===== config.mk =====
export PLATFORM = sky130hd
export DESIGN_NAME = low_power_mode_and_irq_flags
export DESIGN_NICKNAME = d
export VERILOG_FILES = /design/src/verilog/pin_edge_filter.v /design/src/verilog/low_power_mode_and_irq_flags.v
export VERILOG_INCLUDE_DIRS = /design/src /design/src/include
export SDC_FILE = /design/constraint.sdc
export NUM_CORES = 1
export LEC_CHECK = 0
export BUFFER_PORTS_ARGS = -buffer_cell sky130_fd_sc_hd__buf_2
export CORE_MARGIN = 2
export CORE_UTILIZATION = 50
export CTS_CLUSTER_DIAMETER = 80
export DETAILED_ROUTE_END_ITERATION = 7
export PLACE_DENSITY = 0.76
export SLEW_MARGIN = 20
export SYNTH_ARGS = -nofsm -noshare
export SYNTH_HDL_FRONTEND = slang
export SYNTH_SLANG_ARGS = --single-unit
export TNS_END_PERCENT = 50

===== constraint.sdc =====
create_clock -name aclk -period 6 [get_ports aclk]
set_input_delay 0.9 -clock aclk [delete_from_list [all_inputs] [get_ports aclk]]
set_output_delay 0.9 -clock aclk [all_outputs]
set_load 0.01 [all_outputs]

===== src/include/lpm_irq_defines.vh =====
`ifndef LPM_IRQ_DEFINES_VH
`define LPM_IRQ_DEFINES_VH

// register indices; all are even, and each register sits at four times its index
`define IDX_SYSTEM_CONTROL_TWO 16'hfff2
`define IDX_KEY_INTERRUPT_ENABLE 16'hfff6
`define IDX_KEY_INTERRUPT_REQUEST_FLAGS 16'hfff8
`define IDX_REQUEST_FLAGS_ONE 16'hfffc
`define IDX_IRQ_STATUS 16'hffe0
`define IDX_IRQ_MASK 16'hffe4
`define IDX_MODE_CONTROL 16'hffe8
`define IDX_MODE_STATUS 16'hffec
`define IDX_TIMER_B1_COUNT 16'hfff0

// byte addresses on the register bus
`define ADDR_SYSTEM_CONTROL_TWO {`IDX_SYSTEM_CONTROL_TWO, 2'b00}
`define ADDR_KEY_INTERRUPT_ENABLE {`IDX_KEY_INTERRUPT_ENABLE, 2'b00}
`define ADDR_KEY_INTERRUPT_REQUEST_FLAGS {`IDX_KEY_INTERRUPT_REQUEST_FLAGS, 2'b00}
`define ADDR_REQUEST_FLAGS_ONE {`IDX_REQUEST_FLAGS_ONE, 2'b00}
`define ADDR_IRQ_STATUS {`IDX_IRQ_STATUS, 2'b00}
`define ADDR_IRQ_MASK {`IDX_IRQ_MASK, 2'b00}
`define ADDR_MODE_CONTROL {`IDX_MODE_CONTROL, 2'b00}
`define ADDR_MODE_STATUS {`IDX_MODE_STATUS, 2'b00}
`define ADDR_TIMER_B1_COUNT {`IDX_TIMER_B1_COUNT, 2'b00}
`define ADDR_WIDTH 18

// system_control_two fields
`define SYSCTL2_RESET 8'he0
`define SYSCTL2_RESERVED 8'he0
`define BIT_SUB_CLOCK_DIV_LO 0
`define BIT_SUB_CLOCK_DIV_HI 1
`define BIT_MEDIUM_SPEED_SELECT 2
`define BIT_DIRECT_TRANSFER_ENABLE 3
`define BIT_NOISE_FILTER_RATE_SEL 4

// request_flags_one fields
`define BIT_TIMER_B1_OVERFLOW_FLAG 0
`define BIT_DIRECT_TRANSFER_FLAG 1

// mode_control fields (sleep-time selects)
`define BIT_STANDBY_SELECT 0
`define BIT_LOW_SPEED_SELECT 1
`define BIT_TIMER_A_CLOCK_SOURCE_BIT 2

// operating modes
`define MODE_ACTIVE_HIGH 3'h0
`define MODE_ACTIVE_MEDIUM 3'h1
`define MODE_SUBACTIVE 3'h2
`define MODE_SLEEP 3'h3
`define MODE_STANDBY 3'h4
`define MODE_WATCH 3'h5

// noise filter sample dividers
`define NOISE_DIV_SLOW 16
`define NOISE_DIV_FAST 4
`define NOISE_CNT_W 4

// axi responses
`define RESP_OKAY 2'b00
`define RESP_SLVERR 2'b10

`endif


===== src/verilog/pin_edge_filter.v =====
`timescale 1ns/100ps
`include "lpm_irq_defines.vh"

// samples each pin on the divided tick, needs two equal samples, flags the chosen edge
module pin_edge_filter #(
  parameter WIDTH = 8
) (
  // clock and reset
  input wire aclk,
  input wire aresetn,
  // control
  input wire fast_rate,
  input wire [WIDTH-1:0] rising_sel,
  // pins and detected edges
  input wire [WIDTH-1:0] pin_in,
  output reg [WIDTH-1:0] edge_pulse
);

  reg [`NOISE_CNT_W-1:0] div_cnt;
  reg [WIDTH-1:0] sample_a;
  reg [WIDTH-1:0] sample_b;
  reg [WIDTH-1:0] clean;
  wire tick;

  assign tick = fast_rate ? (div_cnt[1:0] == 2'h3) : (div_cnt == 4'hf);

  always @(posedge aclk) begin
    if (!aresetn) begin
      div_cnt <= 4'h0;
    end else begin
      div_cnt <= div_cnt + 4'h1;
    end
  end

  genvar i;
  generate
    for (i = 0; i < WIDTH; i = i + 1) begin : g_pin
      always @(posedge aclk) begin
        if (!aresetn) begin
          sample_a[i] <= 1'b0;
          sample_b[i] <= 1'b0;
          clean[i] <= 1'b0;
          edge_pulse[i] <= 1'b0;
        end else begin
          edge_pulse[i] <= 1'b0;
          if (tick) begin
            sample_a[i] <= pin_in[i];
            sample_b[i] <= sample_a[i];
            // a level must hold across two samples before it counts
            if (sample_a[i] == sample_b[i] && sample_a[i] != clean[i]) begin
              clean[i] <= sample_a[i];
              edge_pulse[i] <= (sample_a[i] == rising_sel[i]);
            end
          end
        end
      end
    end
  endgenerate

endmodule


===== src/verilog/low_power_mode_and_irq_flags.v =====
`timescale 1ns/100ps
`include "lpm_irq_defines.vh"

module low_power_mode_and_irq_flags #(
  parameter PINS = 8
) (
  // clock and reset
  input wire aclk,
  input wire aresetn,
  // axi4-lite write address
  input wire [`ADDR_WIDTH-1:0] s_axi_awaddr,
  input wire s_axi_awvalid,
  output reg s_axi_awready,
  // axi4-lite write data
  input wire [31:0] s_axi_wdata,
  input wire [3:0] s_axi_wstrb,
  input wire s_axi_wvalid,
  output reg s_axi_wready,
  // axi4-lite write response
  output reg [1:0] s_axi_bresp,
  output reg s_axi_bvalid,
  input wire s_axi_bready,
  // axi4-lite read
  input wire [`ADDR_WIDTH-1:0] s_axi_araddr,
  input wire s_axi_arvalid,
  output reg s_axi_arready,
  output reg [31:0] s_axi_rdata,
  output reg [1:0] s_axi_rresp,
  output reg s_axi_rvalid,
  input wire s_axi_rready,
  // cpu and pins
  input wire sleep_exec,
  input wire wake_event,
  input wire [PINS-1:0] key_pin,
  input wire [PINS-1:0] key_rising_sel,
  // mode, clock and interrupt outputs
  output reg [2:0] op_mode,
  output reg [1:0] sub_clock_div,
  output reg [PINS-1:0] key_irq_to_cpu,
  output reg irq
);

  ////////////////////////////////////////////////////////////////////////////
  // state

  reg [4:0] sysctl2;
  reg [PINS-1:0] key_enable;
  reg [PINS-1:0] key_flags;
  reg tb1_flag;
  reg dt_flag;
  reg [2:0] mode_ctl;
  reg [7:0] tb1_count;
  reg [3:0] irq_status;
  reg [3:0] irq_mask;
  // flags seen as 1 by the last read, so a clear needs a prior read
  reg [PINS-1:0] key_seen;
  reg tb1_seen;
  reg dt_seen;
  reg [`ADDR_WIDTH-1:0] aw_addr;
  reg aw_held;
  reg [31:0] w_data;
  reg w_held;
  reg w_lane;
  reg [2:0] next_mode;
  reg direct_move;
  wire [PINS-1:0] key_edge;
  wire tb1_wrap;
  wire do_write;
  wire do_read;
  wire wr_ok;

  ////////////////////////////////////////////////////////////////////////////
  // pin edge detection with noise filter

  pin_edge_filter #(
    .WIDTH(PINS)
  ) u_filter (
    .aclk(aclk),
    .aresetn(aresetn),
    .fast_rate(sysctl2[`BIT_NOISE_FILTER_RATE_SEL]),
    .rising_sel(key_rising_sel),
    .pin_in(key_pin),
    .edge_pulse(key_edge)
  );

  ////////////////////////////////////////////////////////////////////////////
  // write channel capture

  assign do_write = aw_held && w_held && !s_axi_bvalid;
  assign wr_ok = w_lane;
  assign do_read = s_axi_arvalid && s_axi_arready;

  always @(posedge aclk) begin
    if (!aresetn) begin
      aw_held <= 1'b0;
      w_held <= 1'b0;
      aw_addr <= {`ADDR_WIDTH{1'b0}};
      w_data <= 32'h0000_0000;
      w_lane <= 1'b0;
      s_axi_awready <= 1'b0;
      s_axi_wready <= 1'b0;
      s_axi_bvalid <= 1'b0;
      s_axi_bresp <= `RESP_OKAY;
    end else begin
      s_axi_awready <= !aw_held && !s_axi_awready && s_axi_awvalid;
      s_axi_wready <= !w_held && !s_axi_wready && s_axi_wvalid;
      if (s_axi_awvalid && s_axi_awready) begin
        aw_held <= 1'b1;
        aw_addr <= s_axi_awaddr;
      end
      if (s_axi_wvalid && s_axi_wready) begin
        w_held <= 1'b1;
        w_lane <= s_axi_wstrb[0];
        w_data <= {s_axi_wdata[31:8], s_axi_wstrb[0] ? s_axi_wdata[7:0] : 8'h00};
      end
      if (do_write) begin
        aw_held <= 1'b0;
        w_held <= 1'b0;
        s_axi_bvalid <= 1'b1;
        case (aw_addr)
          `ADDR_SYSTEM_CONTROL_TWO, `ADDR_KEY_INTERRUPT_ENABLE,
          `ADDR_KEY_INTERRUPT_REQUEST_FLAGS, `ADDR_REQUEST_FLAGS_ONE,
          `ADDR_IRQ_STATUS, `ADDR_IRQ_MASK, `ADDR_MODE_CONTROL,
          `ADDR_MODE_STATUS, `ADDR_TIMER_B1_COUNT: s_axi_bresp <= `RESP_OKAY;
          default: s_axi_bresp <= `RESP_SLVERR;
        endcase
      end else if (s_axi_bvalid && s_axi_bready) begin
        s_axi_bvalid <= 1'b0;
      end
    end
  end

  ////////////////////////////////////////////////////////////////////////////
  // control registers

  always @(posedge aclk) begin
    if (!aresetn) begin
      sysctl2 <= 5'h00;
      key_enable <= {PINS{1'b0}};
      mode_ctl <= 3'h0;
      irq_mask <= 4'h0;
    end else if (do_write && wr_ok) begin
      case (aw_addr)
        `ADDR_SYSTEM_CONTROL_TWO: sysctl2 <= w_data[4:0];
        `ADDR_KEY_INTERRUPT_ENABLE: key_enable <= w_data[PINS-1:0];
        `ADDR_MODE_CONTROL: mode_ctl <= w_data[2:0];
        `ADDR_IRQ_MASK: irq_mask <= w_data[3:0];
        default: mode_ctl <= mode_ctl;
      endcase
    end
  end

  ////////////////////////////////////////////////////////////////////////////
  // timer b1 counter, software-loadable

  assign tb1_wrap = (tb1_count == 8'hff);

  always @(posedge aclk) begin
    if (!aresetn) begin
      tb1_count <= 8'h00;
    end else if (do_write && wr_ok && aw_addr == `ADDR_TIMER_B1_COUNT) begin
      tb1_count <= w_data[7:0];
    end else begin
      tb1_count <= tb1_count + 8'h01;
    end
  end

  ////////////////////////////////////////////////////////////////////////////
  // mode sequencer

  always @* begin
    next_mode = op_mode;
    direct_move = 1'b0;
    case (op_mode)
      `MODE_ACTIVE_HIGH, `MODE_ACTIVE_MEDIUM: begin
        if (sleep_exec) begin
          if (sysctl2[`BIT_DIRECT_TRANSFER_ENABLE]) begin
            if (mode_ctl[`BIT_STANDBY_SELECT] && mode_ctl[`BIT_TIMER_A_CLOCK_SOURCE_BIT]
                && mode_ctl[`BIT_LOW_SPEED_SELECT]) begin
              next_mode = `MODE_SUBACTIVE;
            end else if (!mode_ctl[`BIT_STANDBY_SELECT]) begin
              next_mode = sysctl2[`BIT_MEDIUM_SPEED_SELECT] ?
                          `MODE_ACTIVE_MEDIUM : `MODE_ACTIVE_HIGH;
            end else begin
              next_mode = `MODE_SLEEP;
            end
            direct_move = (next_mode != `MODE_SLEEP) && (next_mode != op_mode);
          end else if (mode_ctl[`BIT_STANDBY_SELECT]) begin
            next_mode = mode_ctl[`BIT_TIMER_A_CLOCK_SOURCE_BIT] ? `MODE_WATCH : `MODE_STANDBY;
          end else begin
            next_mode = `MODE_SLEEP;
          end
        end
      end
      `MODE_SUBACTIVE: begin
        if (sleep_exec) begin
          if (sysctl2[`BIT_DIRECT_TRANSFER_ENABLE]
              && !mode_ctl[`BIT_LOW_SPEED_SELECT]) begin
            next_mode = sysctl2[`BIT_MEDIUM_SPEED_SELECT] ?
                        `MODE_ACTIVE_MEDIUM : `MODE_ACTIVE_HIGH;
            direct_move = 1'b1;
          end else begin
            next_mode = `MODE_WATCH;
          end
        end
      end
      `MODE_SLEEP, `MODE_STANDBY, `MODE_WATCH: begin
        if (wake_event) begin
          next_mode = sysctl2[`BIT_MEDIUM_SPEED_SELECT] ?
                      `MODE_ACTIVE_MEDIUM : `MODE_ACTIVE_HIGH;
        end
      end
      default: next_mode = `MODE_ACTIVE_HIGH;
    endcase
  end

  ////////////////////////////////////////////////////////////////////////////
  // request flags: set beats clear, clear needs a 1 read first

  always @(posedge aclk) begin
    if (!aresetn) begin
      key_flags <= {PINS{1'b0}};
      tb1_flag <= 1'b0;
      dt_flag <= 1'b0;
      irq_status <= 4'h0;
      op_mode <= `MODE_ACTIVE_HIGH;
      sub_clock_div <= 2'h0;
      key_irq_to_cpu <= {PINS{1'b0}};
      irq <= 1'b0;
    end else begin
      op_mode <= next_mode;
      sub_clock_div <= {sysctl2[`BIT_SUB_CLOCK_DIV_HI], sysctl2[`BIT_SUB_CLOCK_DIV_LO]};
      // only write-0 clears; a written 1 keeps the flag
      if (do_write && wr_ok && aw_addr == `ADDR_KEY_INTERRUPT_REQUEST_FLAGS) begin
        key_flags <= (key_flags & ~(key_seen & ~w_data[PINS-1:0])) | key_edge;
      end else begin
        key_flags <= key_flags | key_edge;
      end
      if (tb1_wrap) begin
        tb1_flag <= 1'b1;
      end else if (do_write && wr_ok && aw_addr == `ADDR_REQUEST_FLAGS_ONE
                   && tb1_seen && !w_data[`BIT_TIMER_B1_OVERFLOW_FLAG]) begin
        tb1_flag <= 1'b0;
      end
      if (direct_move) begin
        dt_flag <= 1'b1;
      end else if (do_write && wr_ok && aw_addr == `ADDR_REQUEST_FLAGS_ONE
                   && dt_seen && !w_data[`BIT_DIRECT_TRANSFER_FLAG]) begin
        dt_flag <= 1'b0;
      end
      // sticky summary events, write one to clear
      if (do_write && wr_ok && aw_addr == `ADDR_IRQ_STATUS) begin
        irq_status <= (irq_status & ~w_data[3:0]) |
                      {|(key_edge & key_enable), direct_move, tb1_wrap, |key_edge};
      end else begin
        irq_status <= irq_status |
                      {|(key_edge & key_enable), direct_move, tb1_wrap, |key_edge};
      end
      key_irq_to_cpu <= key_flags & key_enable;
      irq <= |(irq_status & irq_mask);
    end
  end

  ////////////////////////////////////////////////////////////////////////////
  // read channel; reading a flag register arms clearing of the ones seen

  always @(posedge aclk) begin
    if (!aresetn) begin
      s_axi_arready <= 1'b0;
      s_axi_rvalid <= 1'b0;
      s_axi_rdata <= 32'h0000_0000;
      s_axi_rresp <= `RESP_OKAY;
      key_seen <= {PINS{1'b0}};
      tb1_seen <= 1'b0;
      dt_seen <= 1'b0;
    end else begin
      s_axi_arready <= !s_axi_arready && !s_axi_rvalid && s_axi_arvalid;
      // a write to the same flag register spends the read, so a stale read never arms a later clear
      if (do_write && aw_addr == `ADDR_KEY_INTERRUPT_REQUEST_FLAGS) begin
        key_seen <= {PINS{1'b0}};
      end
      if (do_write && aw_addr == `ADDR_REQUEST_FLAGS_ONE) begin
        tb1_seen <= 1'b0;
        dt_seen <= 1'b0;
      end
      if (do_read) begin
        s_axi_rvalid <= 1'b1;
        s_axi_rresp <= `RESP_OKAY;
        s_axi_rdata <= 32'h0000_0000;
        case (s_axi_araddr)
          `ADDR_SYSTEM_CONTROL_TWO: s_axi_rdata[7:0] <= `SYSCTL2_RESERVED | {3'h0, sysctl2};
          `ADDR_KEY_INTERRUPT_ENABLE: s_axi_rdata[PINS-1:0] <= key_enable;
          `ADDR_KEY_INTERRUPT_REQUEST_FLAGS: begin
            s_axi_rdata[PINS-1:0] <= key_flags;
            key_seen <= key_flags;
          end
          `ADDR_REQUEST_FLAGS_ONE: begin
            s_axi_rdata[1:0] <= {dt_flag, tb1_flag};
            tb1_seen <= tb1_flag;
            dt_seen <= dt_flag;
          end
          `ADDR_IRQ_STATUS: s_axi_rdata[3:0] <= irq_status;
          `ADDR_IRQ_MASK: s_axi_rdata[3:0] <= irq_mask;
          `ADDR_MODE_CONTROL: s_axi_rdata[2:0] <= mode_ctl;
          `ADDR_MODE_STATUS: s_axi_rdata[2:0] <= op_mode;
          `ADDR_TIMER_B1_COUNT: s_axi_rdata[7:0] <= tb1_count;
          default: s_axi_rresp <= `RESP_SLVERR;
        endcase
      end else if (s_axi_rvalid && s_axi_rready) begin
        s_axi_rvalid <= 1'b0;
      end
    end
  end

endmodule


==> impl_metrics.csv <==
group,metric,value,unit
synthesis,synth_fa_ha_area_frac,0.00385,
pwr,p_per_area,296,nW/um2
grt,grt_max_degree,56,
finish,diodes,0,
critical_path,arrival,2.94,ns
synthesis,synth_edf_count,0,
synthesis,yosysWarnings,0,
finish,area_delta_synth_final,16.2,%
synthesis,synth_simple_gate_area_frac,0.250,
timing,period_needed,2.64,ns
floorplanning,die_y,118,um
clocking,cts-buffers-inserted,17,
clocking,root_buffer,"clkbuf_16",
synthesis,synthArstFlopShare,0,
finish,layout-drive-gt1-share,0.182,
place,hpwl,10.5,mm
finish,fillers,1150,
clocking,post-cts-setup-buffers,0,
synthesis,yosys.area.top_type,"dfxtp_1",
clocking,cts_tree,"built",
finish,seqCellArea,2920,um2
critical_path,critPathKind,"primary input to flop",
finish,final_common_cell,"dfxtp_1",
critical_path,cp-end-kind,"flop",
grt,grt_usage,0.222,
synthesis,synthMuxAreaShare,0.0549,
pwr,power_leakage,2.94,nW
drt,wl,15.6,mm
synthesis,synthDistinctLibCells,63,
synthesis,synth-xor-area-share,0.0121,
min_path,hp-class,"flop to flop",
drt,drtIter0Drc,463,
synthesis,synth_top_family_by_area,"simple AND/OR/NAND/NOR gates",
floorplanning,core,12700,um2
synthesis,syn_inst,764,
drt,vias_per_cell,5.61,
synthesis,synth.avg_cell_area,8.51,um2
critical_path,cp.required,6.30,ns
grt,overflow,0,
synthesis,synth_top_area_share,0.450,
timing,setup_viol,0,
synthesis,yosys-top-cells-area,"dfxtp_1 (45%), a21oi_1 (7.7%), nand2_1 (6.9%)",
floorplanning,die-area,13900,um2
floorplanning,start_util,0.513,
clocking,clk_pin_slew_worst_paths,0.06,ns
drt,wl_per_cell,15.3,um
critical_path,timing.rr.start,"aw_addr[0]",
place,gp_congestion,0.839,
place,place.port_buffers,98,
timing,setup_tns,0,ns
min_path,min_to,"u_filter.div_cnt[0]",
grt,grt_pass1_vias,5035,
critical_path,worstSetupStartpointType,"primary input",
timing,rsz0062_at_grt,"false",
timing,worstMarginPinSlew,1.04,ns
synthesis,ys_ff_latch,146,
timing,slew_headroom,0.299,
clocking,cts_resized,0,
clocking,cts_hold_buf,0,
min_path,holdPathStages,1,
clocking,cts_buffer_depth,2,
status,status,"finished, final reports clean",
pwr,p_total,2.24,mW
finish,multi_input_area,3240,um2
critical_path,path_max_fanout,55,
floorplanning,io_pins,152,
drt,drcViolationCount,0,
critical_path,reg2reg_depth,5,
drt,vias,5738,
floorplanning,num_rows,41,
min_path,min-delay-start,"u_filter.div_cnt[0]",
drt,ant_nets,0,
floorplanning,die_w,118,um
drt,drtPass1Iterations,6,
flow_run,cap_violations,0,
timing,fin_crit_sh,0.440,
critical_path,reg2reg_to,"key_seen[2]",
timing,finalClockSkew,0.0153,ns
clocking,clock_sinks,146,
synthesis,synth_seq_area_share,0.450,
timing,hold_violations,0,
timing,max_freq,0.379,GHz
timing,drv_slew,0,
synthesis,netlist_area,6500,um2
clocking,clk_latency,0.43,ns
grt,antenna_found_initial,0,
grt,grt_pass1_wl,24.7,mm
finish,final_cell_mix,"dfxtp_1 (146), nand2_1 (120), a21oi_1 (100)",
critical_path,critPathLaunch,"aresetn",
synthesis,synth_compound_area_frac,0.163,
synthesis,ys.flop_type,"dfxtp_1",
clocking,htreeDepth,4,
finish,finalNetCount,936,
critical_path,r2r_slack,3.69,ns
pwr,ir_drop,194,uV
==> synthesized netlist by cell type (6+ instances only) <==
cell type  count
nor3_1         8
and3_1        12
a22oi_1        9
buf_4         26
nor2_1        46
a21oi_1      100
and2_1         9
nor3b_1       10
nand2_1      120
clkbuf_1      37
a31oi_1        6
nand4_1       10
nand4b_1      10
nand3_1       31
nand2b_1      16
o21ai_0       33
a211oi_1       7
dfxtp_1      146
mux2i_1       30
a221oi_1       7
inv_1          7
or4b_2         8
==> registers in the layout, indices dropped and copies added (netlist names), 2 cells and up <==
register             count
op_mode                  3
w_data                   8
key_flags                8
u_filter.edge_pulse      8
key_enable               8
u_filter.sample_b        8
irq_mask                 4
aw_addr                 18
sysctl2                  5
mode_ctl                 3
key_irq_to_cpu           8
u_filter.div_cnt         4
u_filter.sample_a        8
s_axi_rdata              8
sub_clock_div            2
tb1_count                8
u_filter.clean           8
irq_status               4
key_seen                 8
==> power by group <==
part           switching (mW)  leakage, nW  internal [mW]  total (mW)
sequential             0.0184         1.18          0.984        1.00
combinational          0.0682         1.46         0.0445       0.113
clock                   0.425        0.304          0.700        1.12
total                   0.511         2.94           1.73        2.24
==> worst max-delay path: stages <==
cell,delay (ns)
buf_2,0.10
buf_4,0.24
inv_2,0.71
buf_4,0.53
nor3_1,0.12
nand4_1,0.17
o21ai_0,0.10
==> logic make-up (layout without fill, tap and decap cells) <==
kind of cell / after synthesis / count (layout)
flip-flops: 146 / 146
XOR/XNOR: 9 / 9
AND/OR/NAND/NOR: 308 / 308
multiplexers: 35 / 35
buffers and inverters: 80 / 141
AO/OA/AOI/OAI: 183 / 183
other: 1 / 26
adder cells (fa/ha/maj): 2 / 2
==> metal layers <==
metal  track usage  share of wire  up-vias
met4        0.0776          0.018        0
li1              -              -     2814
met1         0.302           0.47     2702
met3        0.0615          0.062       21
met2         0.338           0.45      201
met5             0              0        -
==> worst max path at each step <==
stage | endpoint | slack, ns | depth (start not counted)
global route | s_axi_rdata[6] | 3.23 | 7
global placement | s_axi_rdata[4] | 2.97 | 7
floorplan | s_axi_rdata[2] | 3.64 | 5
finish | s_axi_rdata[5] | 3.36 | 7
detailed placement | s_axi_rdata[5] | 2.98 | 7
CTS | s_axi_rdata[5] | 3.40 | 7
==> per-stage QoR <==
| stage | cells | worst slack [ns] | hold slack [ns] | util | cell area (um2) |
|---|---|---|---|---|---|
| 2_1_floorplan | 789 | 3.64 | 0.414 | - | 6590 |
| 3_3_place_gp | 990 | 2.97 | 0.424 | 0.546 | 6920 |
| 3_5_place_dp | 990 | 2.98 | 0.443 | 0.546 | 6920 |
| 4_1_cts | 1022 | 3.40 | 0.454 | 0.596 | 7550 |
| 5_1_grt | 1022 | 3.23 | 0.464 | 0.596 | 7550 |
| 6_report | 1022 | 3.36 | 0.449 | 0.596 | 7550 |
==> layout make-up <==
type	instances	area share
clock buffers	17	0.0563
multi-input cells	563	0.429
clock inverters	15	0.0273
inverters	8	0.00397
flip-flops and latches	146	0.387
well taps	172	0.0285
repair buffers	101	0.0679
(Power assumes the default switching activity.)
